<file path="src/uhosc_pkg.sv">
package uhosc_pkg;

    // Register byte offsets on the APB port
    localparam logic [7:0] UHOSC_OFS_CTRL = 8'h00; // operating_mode_control
    localparam logic [7:0] UHOSC_OFS_STAT = 8'h04; // Sticky event status
    localparam logic [7:0] UHOSC_OFS_MASK = 8'h08; // Interrupt mask
    localparam logic [7:0] UHOSC_OFS_SRST = 8'h0C; // Software reset strobe

    // Host register interface command codes of the control register
    localparam logic [7:0] UHOSC_CMD_CTRL_RD = 8'h01;
    localparam logic [7:0] UHOSC_CMD_CTRL_WR = 8'h81;

    // Control register and reset strobe field positions
    localparam int UHOSC_BIT_RWE    = 10; // remote_wake_enable
    localparam int UHOSC_BIT_RWC    = 9;  // remote_wake_connected
    localparam int UHOSC_BIT_FS_HI  = 7;  // host_functional_state msb
    localparam int UHOSC_BIT_FS_LO  = 6;  // host_functional_state lsb
    localparam int UHOSC_BIT_SRST   = 0;  // Software reset request bit
    localparam logic [31:0] UHOSC_CTRL_LIVE = 32'h0000_06C0; // Implemented bits

    // Status and mask bit positions
    localparam int UHOSC_NEV        = 3;
    localparam int UHOSC_EV_FRAME   = 0;  // frame_start_flag
    localparam int UHOSC_EV_RESUME  = 1;  // Resume detected
    localparam int UHOSC_EV_WAKE    = 2;  // Remote wake-up signalled

    // Two-bit encodings of host_functional_state
    localparam logic [1:0] UHOSC_ENC_RESET  = 2'h0;
    localparam logic [1:0] UHOSC_ENC_RESUME = 2'h1;
    localparam logic [1:0] UHOSC_ENC_OPER   = 2'h2;
    localparam logic [1:0] UHOSC_ENC_SUSP   = 2'h3;

    // Timing
    localparam int UHOSC_PCLK_MHZ     = 50;
    localparam int UHOSC_SOF_DELAY_US = 1000; // 1 ms from entering operational
    localparam int UHOSC_SOF_CYCLES   = UHOSC_SOF_DELAY_US * UHOSC_PCLK_MHZ;
    localparam int UHOSC_PRST_US      = 10000; // Downstream reset after power-up
    localparam int UHOSC_PRST_CYCLES  = UHOSC_PRST_US * UHOSC_PCLK_MHZ;
    localparam int UHOSC_CNT_W        = 20;

    // One-hot functional states
    typedef enum logic [3:0] {
        UHOSC_FS_RESET  = 4'h1,
        UHOSC_FS_RESUME = 4'h2,
        UHOSC_FS_OPER   = 4'h4,
        UHOSC_FS_SUSP   = 4'h8
    } uhosc_fs_t;

    // APB request from the master
    typedef struct packed {
        logic        psel;
        logic        penable;
        logic        pwrite;
        logic [7:0]  paddr;
        logic [31:0] pwdata;
    } uhosc_apb_req_t;

    // APB answer to the master
    typedef struct packed {
        logic        pready;
        logic        pslverr;
        logic [31:0] prdata;
    } uhosc_apb_rsp_t;

endpackage

</file>
<file path="src/uhosc_ctrl.sv">
`timescale 1ns/1ns
// Notes on behaviour
// - Remote wake enable, bit 10, read/write
// - Wake output when enable and resume detected
// - Wake enable reaches interrupt output only through the wake event
// - Connected bit 9: hard reset clears, soft keeps
// - State field bits 7:6, 00/01/10/11 encoding
// - Frame starts begin 1 ms after operational entry
// - Hardware alters state only while suspended
// - Suspend moves to resume on downstream resume
// - Soft or hard reset enters reset state
// - Only hard reset resets hub and ports
module uhosc_ctrl
    import uhosc_pkg::*;
#(
    parameter int SOF_CYCLES  = UHOSC_SOF_CYCLES,  // Delay and frame period
    parameter int PRST_CYCLES = UHOSC_PRST_CYCLES  // Downstream reset length
) (
    input  wire logic           pclk,             // Clock, 50 MHz
    input  wire logic           presetn,          // Hardware reset, active low
    input  wire logic           pclk_en,          // Clock enable, freezes state
    input  wire uhosc_apb_req_t apb_req,          // APB request
    output uhosc_apb_rsp_t      apb_rsp,          // APB answer
    input  wire logic           downstream_resume,// Resume seen on a port
    output logic                irq,              // Level interrupt
    output logic                remote_wake,      // Wake-up to host system
    output logic                sof_active,       // Frames being generated
    output logic                sof_pulse,        // One cycle per frame start
    output logic                root_hub_reset,   // Root hub held in reset
    output logic                port_reset        // Reset signalling on ports
);

    // Whole state of the block
    typedef struct packed {
        uhosc_fs_t                fs;
        logic                     remote_wake_enable;
        logic                     remote_wake_connected;
        logic [UHOSC_NEV-1:0]     status;
        logic [UHOSC_NEV-1:0]     mask;
        logic [UHOSC_CNT_W-1:0]   sof_cnt;
        logic                     sof_on;
        logic                     sof_pulse;
        logic [UHOSC_CNT_W-1:0]   prst_cnt;
        logic                     prst;
        logic                     irq;
        logic                     wake;
        uhosc_apb_rsp_t           rsp;
    } uhosc_state_t;

    uhosc_state_t s_reg;
    uhosc_state_t s_next;

    // Bus decode terms
    logic                 acc_first;
    logic                 take;
    logic                 wr_take;
    logic                 soft_rst;
    logic                 hit;
    logic [31:0]          rd_data;
    logic [1:0]           fs_enc;
    logic [UHOSC_NEV-1:0] ev_set;
    logic [UHOSC_NEV-1:0] ev_clr;

    // Encode one-hot state into its two-bit field
    function automatic logic [1:0] uhosc_enc(input uhosc_fs_t f);
        case (f)
            UHOSC_FS_RESET:  uhosc_enc = UHOSC_ENC_RESET;
            UHOSC_FS_RESUME: uhosc_enc = UHOSC_ENC_RESUME;
            UHOSC_FS_OPER:   uhosc_enc = UHOSC_ENC_OPER;
            UHOSC_FS_SUSP:   uhosc_enc = UHOSC_ENC_SUSP;
            default:         uhosc_enc = UHOSC_ENC_RESET;
        endcase
    endfunction

    // Decode the two-bit field written by software
    function automatic uhosc_fs_t uhosc_dec(input logic [1:0] e);
        case (e)
            UHOSC_ENC_RESET:  uhosc_dec = UHOSC_FS_RESET;
            UHOSC_ENC_RESUME: uhosc_dec = UHOSC_FS_RESUME;
            UHOSC_ENC_OPER:   uhosc_dec = UHOSC_FS_OPER;
            default:          uhosc_dec = UHOSC_FS_SUSP;
        endcase
    endfunction

    // Bus phase qualifiers; one wait state then the answer
    assign acc_first = apb_req.psel & apb_req.penable & ~s_reg.rsp.pready;
    assign take      = apb_req.psel & apb_req.penable & s_reg.rsp.pready;
    assign wr_take   = take & apb_req.pwrite;
    assign soft_rst  = wr_take & (apb_req.paddr == UHOSC_OFS_SRST)
                     & apb_req.pwdata[UHOSC_BIT_SRST];
    assign fs_enc    = uhosc_enc(s_reg.fs);

    // Read mux; reserved positions read zero
    always_comb begin
        rd_data = 32'h0000_0000;
        hit     = 1'b1;
        case (apb_req.paddr)
            UHOSC_OFS_CTRL: begin
                rd_data[UHOSC_BIT_RWE]                   = s_reg.remote_wake_enable;
                rd_data[UHOSC_BIT_RWC]                   = s_reg.remote_wake_connected;
                rd_data[UHOSC_BIT_FS_HI:UHOSC_BIT_FS_LO] = fs_enc;
            end
            UHOSC_OFS_STAT: rd_data[UHOSC_NEV-1:0] = s_reg.status;
            UHOSC_OFS_MASK: rd_data[UHOSC_NEV-1:0] = s_reg.mask;
            UHOSC_OFS_SRST: rd_data = 32'h0000_0000;
            default:        hit = 1'b0;
        endcase
    end

    // Next state of the whole block
    always_comb begin
        s_next           = s_reg;
        ev_set           = '0;
        ev_clr           = '0;
        s_next.sof_pulse = 1'b0;

        // Answer timing
        s_next.rsp.pready = acc_first;
        if (acc_first) begin
            s_next.rsp.prdata  = apb_req.pwrite ? 32'h0000_0000 : rd_data;
            s_next.rsp.pslverr = ~hit;
        end else begin
            s_next.rsp.prdata  = 32'h0000_0000;
            s_next.rsp.pslverr = 1'b0;
        end

        // Software writes; only live bits are kept
        if (wr_take && apb_req.paddr == UHOSC_OFS_CTRL) begin
            s_next.remote_wake_enable = apb_req.pwdata[UHOSC_BIT_RWE];
            s_next.remote_wake_connected = apb_req.pwdata[UHOSC_BIT_RWC];
            s_next.fs  = uhosc_dec(apb_req.pwdata[UHOSC_BIT_FS_HI:UHOSC_BIT_FS_LO]);
        end else if (s_reg.fs == UHOSC_FS_SUSP && downstream_resume) begin
            s_next.fs = UHOSC_FS_RESUME;
        end
        if (wr_take && apb_req.paddr == UHOSC_OFS_MASK) begin
            s_next.mask = apb_req.pwdata[UHOSC_NEV-1:0];
        end
        if (wr_take && apb_req.paddr == UHOSC_OFS_STAT) begin
            ev_clr = apb_req.pwdata[UHOSC_NEV-1:0];
        end

        // Frame start timing after operational entry
        if (s_next.fs != UHOSC_FS_OPER) begin
            s_next.sof_cnt = '0;
            s_next.sof_on  = 1'b0;
        end else if (s_reg.fs != UHOSC_FS_OPER) begin
            s_next.sof_cnt = '0;
        end else if (s_reg.sof_cnt == UHOSC_CNT_W'(SOF_CYCLES - 1)) begin
            s_next.sof_cnt   = '0;
            s_next.sof_on    = 1'b1;
            s_next.sof_pulse = 1'b1;
        end else begin
            s_next.sof_cnt = s_reg.sof_cnt + 1'b1;
        end

        // Events; a set wins over a clear in the same cycle
        ev_set[UHOSC_EV_FRAME]  = s_next.sof_pulse;
        ev_set[UHOSC_EV_RESUME] = downstream_resume;
        // Wake event on the rise of the next wake level
        ev_set[UHOSC_EV_WAKE]   = s_next.remote_wake_enable & ~s_reg.wake
                                & ((s_reg.status[UHOSC_EV_RESUME] & ~ev_clr[UHOSC_EV_RESUME])
                                | ev_set[UHOSC_EV_RESUME]);
        s_next.status = (s_reg.status & ~ev_clr) | ev_set;

        // Software reset keeps the connected bit and hub state
        if (soft_rst) begin
            s_next.fs        = UHOSC_FS_RESET;
            s_next.remote_wake_enable       = 1'b0;
            s_next.status    = '0;
            s_next.mask      = '0;
            s_next.sof_cnt   = '0;
            s_next.sof_on    = 1'b0;
            s_next.sof_pulse = 1'b0;
        end

        // Downstream reset signalling after hardware reset
        if (s_reg.prst) begin
            if (s_reg.prst_cnt == UHOSC_CNT_W'(PRST_CYCLES - 1)) begin
                s_next.prst = 1'b0;
            end else begin
                s_next.prst_cnt = s_reg.prst_cnt + 1'b1;
            end
        end

        // Registered outputs; wake enable reaches the interrupt only via the wake event
        s_next.irq  = |(s_next.status & s_next.mask);
        s_next.wake = s_next.remote_wake_enable & s_next.status[UHOSC_EV_RESUME];
    end

    // State register; hardware reset clears all, connected bit too, and sets prst
    always_ff @(posedge pclk or negedge presetn) begin
        if (!presetn) begin
            s_reg.fs        <= UHOSC_FS_RESET;
            s_reg.remote_wake_enable       <= 1'b0;
            s_reg.remote_wake_connected       <= 1'b0;
            s_reg.status    <= '0;
            s_reg.mask      <= '0;
            s_reg.sof_cnt   <= '0;
            s_reg.sof_on    <= 1'b0;
            s_reg.sof_pulse <= 1'b0;
            s_reg.prst_cnt  <= '0;
            s_reg.prst      <= 1'b1;
            s_reg.irq       <= 1'b0;
            s_reg.wake      <= 1'b0;
            s_reg.rsp       <= '0;
        end else if (pclk_en) begin
            s_reg <= s_next;
        end
    end

    // Outputs straight from the state register
    assign apb_rsp        = s_reg.rsp;
    assign irq            = s_reg.irq;
    assign remote_wake    = s_reg.wake;
    assign sof_active     = s_reg.sof_on;
    assign sof_pulse      = s_reg.sof_pulse;
    assign root_hub_reset = s_reg.prst;
    assign port_reset     = s_reg.prst;
endmodule

</file>
<file path="config.mk">
export PLATFORM = sky130hd
export DESIGN_NAME = uhosc_ctrl
export DESIGN_NICKNAME = d
export VERILOG_FILES = /design/src/uhosc_pkg.sv /design/src/uhosc_ctrl.sv
export SDC_FILE = /design/constraint.sdc
export NUM_CORES = 1
export LEC_CHECK = 0
export BUFFER_PORTS_ARGS = -buffer_cell sky130_fd_sc_hd__buf_2
export CAP_MARGIN = 20
export CORE_MARGIN = 1
export CORE_UTILIZATION = 50
export DETAILED_ROUTE_END_ITERATION = 8
export PLACE_DENSITY = 0.75
export SLEW_MARGIN = 20
export SYNTH_ARGS = -nofsm -noshare
export SYNTH_HDL_FRONTEND = slang
export SYNTH_SLANG_ARGS = --single-unit
</file>
<file path="constraint.sdc">
create_clock -name pclk -period 2.6 [get_ports pclk]
set_input_delay 0.52 -clock pclk [delete_from_list [all_inputs] [get_ports pclk]]
set_output_delay 0.52 -clock pclk [all_outputs]
set_load 0.03 [all_outputs]
</file>
==> summary.md, run 1 <==
| Metric | Value |
|---|---|
| Area contributors post-synth | dfrtp_1 (42%), buf_4 (7.3%), xnor2_1 (4.8%) |
| Mean post-synth cell area | 9.98 um2 |
| DIE AREA | 7940 um2 |
| PostCTS Resize Cnt | 0 |
| Finished Layout Cells | 518 |
| Seq pwr share | 48.6% |
| Status | finished clean |
| Global-route wire length before repair | 12,700 um |
| Crit path capture type | flop |
| Yosys cell types | 64 |
| Routed WL | 7340 um |
| Hold Slack | 0.164 ns |
| Initial Utilization | 52.0% |
| Most frequent cells in the layout | dfrtp_1 (64), nand2_1 (39), buf_2 (36), conb_1 (25), nor2_1 (24) |
| Fill cells | 660 |
| Clk Latency, worst-skew pair | 0.34 ns |
| Final min period | 2.43 ns |
| Die width | 89.1 um |
| Post-synthesis cell area | 3790 um2 |
| CP required | 2.88 ns |
| Crit path DAT | 2.71 ns |
| Final Max Slew Viols | 0 |
| Synth area leader | dfrtp_1 |
| Final period utilization | 93.6% |
| DR vias/cell | 5.39 |
| Sequential fraction of the synthesis area | 43.6% |
| Vias | 2,794 |
| DR DRC count | 0 |
| Port Buffers | 36 |
| Maximum vdd ir drop | 0.000319 V |
| YS warnings | 0 |
| Layout area overhead | 9.33% |
| Vias in the first global route | 2,742 |
| Clock Tree Root | clkbuf_8 |
| # setup viols final | 0 |
| CTS sink cnt | 66 |
| Setup CP Type | flop to flop |
| Worst slew margin | 35.0% |
| Leak Pwr | 1.94 nW |
| Combinational Power Share | 8.0% |
| Post-Synth XOR/XNOR Area | 6.23% |
| Inserted Clock Buffers | 9 |
| Reg clk slew, reported paths | 0.07 ns |
| Setup Skew | 0.00782 ns |
| Setup TNS | 0 ns |
| P_sw | 0.526 mW |
| Clock share of power | 43.4% |
| Chip height | 89.1 um |
| EDFF count, synth | 0 |
| Compound-Gate Fraction of Synth Area | 14.2% |
| Gr usage total | 21.0% |
| Placed cells | 502 |
| Unrepaired setup endpoints after global routing | false |
| Post-Synth Simple-Gate Area | 22.9% |
| Sw Ratio | 24.4% |
| Setup bufs post-CTS | 0 |
| DRT Pass-1 Iters | 4 |
| Initial drt markers | 133 |
| Gr ovfl total | 0 |
| Largest net degree at the start of global routing | 43 |
| Synth async-reset ratio | 100% |
| Worst-path maximum fanout | 15 |
| Post-synthesis register bit count | 66 |
| ANT cells | 0 |
| Worst-Margin Slew | 0.970 ns |
| Clock Path Buffers | 2 |
| Post-synth top area share | 42.2% |
| CORE AREA | 7290 um2 |
| Achievable Freq | 411 MHz |
| Power per Cell Area | 520 nW/um2 |
| CTS tree | yes |
| Gate Count Post-Synth | 380 |
| Hold Path Class | input port to async pin |
| Routed length per instance | 14.2 um |
| CTS H-tree lvls | 3 |
| Layout cells sized above 1 | 20.5% |
| IO Pins | 87 |
| Largest family of logic cells by synthesized area | simple AND/OR/NAND/NOR gates |
| Post-synthesis mux area share | 2.04% |
| Max reg flops | 52 |
| Int Power | 1.63 mW |
| Gpl congestion | 0.783 |
| Worst setup SP type | flop |
| Final HPWL from detailed placement | 5380 um |
| Post-route ant nets | 0 |
| # Max-Cap Violations | 0 |
| Hold Buf Count CTS | 0 |
| Num rows | 31 |
| Initial antenna violation count | 0 |
| Commonest non-fill, non-tap cell in the layout | dfrtp_1 |
| Nets | 463 |
| Final Hold Viols | 0 |
| Post-synthesis adder-cell area fraction | 0.660% |
| Synth Flop Type | dfrtp_1 |
[worst max-delay path, stage by stage (launching register included)]
cell and delay [ns]:
dfrtp_1 0.42, ha_1 0.26, and3_1 0.26, nand4_1 0.19, o21bai_4 0.09, nor3_2 0.74
and3_1 0.29, a221o_1 0.12
[logic make-up after synthesis]
family                   after synthesis
other                                  1
AO/OA/AOI/OAI                         65
XOR/XNOR                              27
multiplexers                           7
adder cells (fa/ha/maj)                2
AND/OR/NAND/NOR                      154
buffers and inverters                 58
flip-flops                            66
[per-stage QoR]
step / setup slack [ns] / power, mW / cell area, um2 / util, %
2_1_floorplan: 0.460 / 1.21 / 3880 / -
5_1_grt: 0.0217 / 2.24 / 4150 / 56.9
3_5_place_dp: 0.0142 / 1.24 / 3920 / 53.8
6_report: 0.166 / 2.16 / 4150 / 56.9
4_1_cts: 0.186 / 2.18 / 4150 / 56.9
3_3_place_gp: 0.107 / 1.24 / 3920 / 53.8
[path summary, 6_finish.rpt]
kind / end / from / cells past startpoint / slack, ns
worst max-delay path: s_reg[62] / s_reg[59] / 7 / 0.17
worst min-delay path: s_reg[85] / presetn / 1 / 0.16
worst max register to register: s_reg[62] / s_reg[59] / 7 / 0.17
worst min register to register: s_reg[55] / s_reg[55] / 1 / 0.48
max in group asynchronous: s_reg[63] / presetn / 2 / 1.81
min in group pclk: s_reg[85] / apb_req[9] / 2 / 0.40
[cell type report]
| cell class | instances | area [um2] | area share (%) |
|---|---|---|---|
| flip-flops and latches | 66 | 1650 | 39.9 |
| well taps | 99 | 124 | 2.99 |
| repair buffers | 45 | 260 | 6.27 |
| inverters | 12 | 45.0 | 1.09 |
| clock inverters | 3 | 45.0 | 1.09 |
| clock buffers | 13 | 179 | 4.31 |
| multi-input cells | 280 | 1840 | 44.4 |
[synthesized netlist by cell type, types with 2 or more instances]
cell type and count:
dfrtp_1 64, nand2_1 39, buf_4 37, nor2_1 24
nand3_1 21, xnor2_1 21, and3_1 12, inv_1 12
a22o_1 10, nand4_1 10, o21ai_0 9, o2bb2ai_1 9
nor3_1 8, xor2_1 6, nor2b_1 5, a21oi_1 4
and2_1 4, and4_1 4, buf_6 4, nor4_1 4
o41ai_1 4, a21o_1 3, a22oi_1 3, clkbuf_1 3
mux2_2 3, mux2i_1 3, nor3_2 3, o311ai_2 3
or2_2 3, or3_1 3, a211o_1 2, a31oi_1 2
buf_2 2, dfstp_2 2, ha_1 2, nor3b_1 2
nor4b_1 2, o22ai_1 2
[power by group through the flow]
stage          clock [mW]  combinational [mW]  sequential [mW]
2_1_floorplan           0               0.141             1.07
5_1_grt              1.00               0.193             1.05
3_3_place_gp            0               0.171             1.07
4_1_cts             0.964               0.174             1.05
3_5_place_dp            0               0.173             1.07
6_report            0.936               0.172             1.05
[layer usage]
layer  share of wire [%]  up-vias  track usage, %
li1                    -     1376               -
met1                  47     1347            27.0
met2                  48       57            34.8
met3                 3.4       14            6.09
met4                 1.8        0            5.63
met5                   0        -               0
Power figures use the tool's default switching activity.
==> run 2: changes to the inputs <==
--- a/config.mk
+++ b/config.mk
@@ -5,12 +5,15 @@
 export SDC_FILE = /design/constraint.sdc
 export NUM_CORES = 1
 export LEC_CHECK = 0
+export ABC_AREA = 1
 export BUFFER_PORTS_ARGS = -buffer_cell sky130_fd_sc_hd__buf_2
 export CAP_MARGIN = 20
 export CORE_MARGIN = 1
 export CORE_UTILIZATION = 50
 export DETAILED_ROUTE_END_ITERATION = 8
-export PLACE_DENSITY = 0.75
+export HOLD_SLACK_MARGIN = 0.03
+export PLACE_DENSITY = 0.74
+export SETUP_SLACK_MARGIN = 0.4
 export SLEW_MARGIN = 20
 export SYNTH_ARGS = -nofsm -noshare
 export SYNTH_HDL_FRONTEND = slang
==> run 2 against run 1 <==
Synthesized area is 9.7% higher. Clock skew increased by 0.0061 ns. Cell area grew 7.7%. Combinational power rose by 60%. Largest power group unchanged. Cell count is 29% higher. Global-route usage increased by 0.97 points. Maximum frequency increased by 26%. Critical path depth shrank 1. First-iteration DRC count up 45%.
==> summary.md, run 2 <==
| Metric | Value |
|---|---|
| Setup CP Type | flop to flop |
| Clock Tree Root | clkbuf_8 |
| Initial Utilization | 52.8% |
| Commonest non-fill, non-tap cell in the layout | nand2_1 |
| Chip height | 93.2 um |
| Clock share of power | 38.6% |
| Nets | 608 |
| Gr usage total | 22.0% |
| Initial antenna violation count | 0 |
| Final min period | 1.93 ns |
| Vias in the first global route | 3,371 |
| Capturing point of the worst reg2reg path | s_reg[69] |
| P_sw | 0.620 mW |
| Power per Cell Area | 497 nW/um2 |
| Gpl congestion | 0.898 |
| Routed WL | 8850 um |
| Final Max Slew Viols | 0 |
| Power Total | 2.22 mW |
| Initial drt markers | 193 |
| Yosys cell types | 36 |
| CTS H-tree lvls | 3 |
| DR vias/cell | 5.23 |
| Sw Ratio | 27.9% |
| Post-synthesis cell area | 4160 um2 |
| Sequential fraction of the synthesis area | 39.7% |
| GR Util met3 | 3.09% |
| Met2 usage | 36.6% |
| Most numerous cell in the Yosys netlist | nand2_1 |
| Port Buffers | 36 |
| Vias | 3,480 |
| IO Pins | 87 |
| Layout area overhead | 7.31% |
| Final Hold Viols | 0 |
| Combinational Power Share | 12.4% |
| Seq pwr share | 48.9% |
| CTS tree | yes |
| Worst setup SP type | flop |
| Routed length per instance | 13.3 um |
| Setup TNS | 0 ns |
| Clk Latency, worst-skew pair | 0.34 ns |
| Num rows | 32 |
| Worst Setup SP | s_reg[59] |
| Most frequent cells in the layout | nand2_1 (141), dfrtp_1 (64), inv_1 (43), nor2_1 (42), buf_2 (36) |
| Met1 Resource Use GR | 28.4% |
| Clock Path Buffers | 2 |
| Achievable Freq | 517 MHz |
| Max reg flops | 52 |
| Setup Skew | 0.0139 ns |
| Worst R2R Setup Slack | 0.67 ns |
| EDFF count, synth | 0 |
| Worst Reg-to-Reg Cells | 6 |
| Synth async-reset ratio | 100% |
| YS warnings | 0 |
| Most common library cells after synthesis | nand2_1 (141), dfrtp_1 (64), inv_1 (43) |
| Global-route wire length before repair | 15,100 um |
| Gate Count Post-Synth | 531 |
| Worst-Margin Slew | 0.747 ns |
| Layout cells sized above 1 | 15.4% |
| Area contributors post-synth | dfrtp_1 (38%), nand2_1 (13%), buf_4 (6.3%) |
| Crit path DAT | 2.14 ns |
| Design area | 4470 um2 |
| Post-route ant nets | 0 |
| Post-synthesis register bit count | 66 |
| Gr busiest metal | met2 |
| DP Area | 4270 um2 |
| Gr ovfl total | 0 |
| Maximum vdd ir drop | 0.000313 V |
| # Max-Cap Violations | 0 |
| Post-synth top area share | 38.5% |
| Worst slew margin | 50.1% |
| Synth area leader | dfrtp_1 |
| CTS sink cnt | 66 |
| FF-to-FF Start | s_reg[59] |
| Crit path to | s_reg[69] |
| Status | finished clean |
| DRT Pass-1 Iters | 5 |
| Crit path capture type | flop |
| Hold Path Class | input port to async pin |
| CORE AREA | 7890 um2 |
| Fill cells | 744 |
| DR DRC count | 0 |
| CP required | 2.80 ns |
| Leak Pwr | 2.09 nW |
| Largest net degree at the start of global routing | 32 |
| Worst-path maximum fanout | 19 |
| Die width | 93.2 um |
| Synth Flop Type | dfrtp_1 |
| Unrepaired setup endpoints after global routing | false |
| Setup bufs post-CTS | 0 |
| DIE AREA | 8690 um2 |
| Int Power | 1.60 mW |
| Mean post-synth cell area | 7.84 um2 |
| Final period utilization | 74.3% |
| ANT cells | 0 |
| # setup viols final | 0 |
| Final HPWL from detailed placement | 6700 um |
| Reg clk slew, reported paths | 0.08 ns |
| Inserted Clock Buffers | 9 |
run 2: cell count changes after synthesis, sizes merged, moves of 12 or more:
| cell | change |
|---|---|
| nor2 | +27 |
| and3 | -12 |
| xor2 | +20 |
| inv | +35 |
| o21ai | +21 |
| nor3 | +12 |
| nand2 | +108 |
run 2: worst min-delay path by stage:
stage,startpoint,end,slack (ns),cells after the start
floorplan,presetn,apb_rsp[0],0.22,0
detailed placement,sof_active,sof_active,0.47,2
global route,presetn,s_reg[88],0.13,1
finish,presetn,s_reg[88],0.10,1
CTS,presetn,s_reg[88],0.11,1
global placement,sof_active,sof_active,0.46,2
run 2: layer usage:
| metal | vias up | part of all wire, % |
|---|---|---|
| li1 | 1727 | - |
| met1 | 1628 | 46 |
| met2 | 112 | 48 |
| met3 | 13 | 4.1 |
| met4 | 0 | 1.7 |
| met5 | - | 0 |
run 2: final cells by class:
class	count	area [um2]	area share (%)
clock inverter	3	40.0	0.897
timing repair buffer	40	210	4.71
multi-input combinational	395	2110	47.2
clock buffer	13	149	3.33
inverter	47	176	3.95
tap	102	128	2.86
sequential	66	1650	37.0
run 2: power by group through the flow:
stage                     Sequential, mW  Combinational (mW)  Clock, mW
after floorplan                     1.11               0.218          0
after global placement              1.10               0.270          0
after detailed placement            1.11               0.275          0
after CTS                           1.09               0.276      0.875
after global routing                1.09               0.307      0.924
final                               1.09               0.276      0.858
run 2: through the flow:
step | hold slack [ns] | instances | worst slack (ns) | util (%)
6_report | 0.101 | 666 | 0.667 | 56.6
5_1_grt | 0.126 | 666 | 0.537 | 56.6
4_1_cts | 0.107 | 666 | 0.609 | 56.6
3_5_place_dp | 0.469 | 650 | 0.416 | 54.2
3_3_place_gp | 0.456 | 650 | 0.476 | 54.2
2_1_floorplan | 0.224 | 555 | 0.760 | -
run 2: timing repair:
item	in CTS	in global routing
setup endpoints to repair	0	2
hold buffers	0	0
gates resized for setup	0	1
run 2: logic make-up after synthesis:
logic type / share of synthesized area, %
AO/OA/AOI/OAI: 9.41
XOR/XNOR: 7.58
adder cells (fa/ha/maj): 0.601
buffers and inverters: 11.9
flip-flops: 39.7
multiplexers: 0.241
other: 0.0901
AND/OR/NAND/NOR: 30.5
run 2: critical path: stages (launching register included):
cell and delay (ns):
dfrtp_1 0.41, ha_1 0.27, nand3_1 0.18, nor3_1 0.35, a31oi_2 0.18, nand2_4 0.28
o22ai_2 0.11
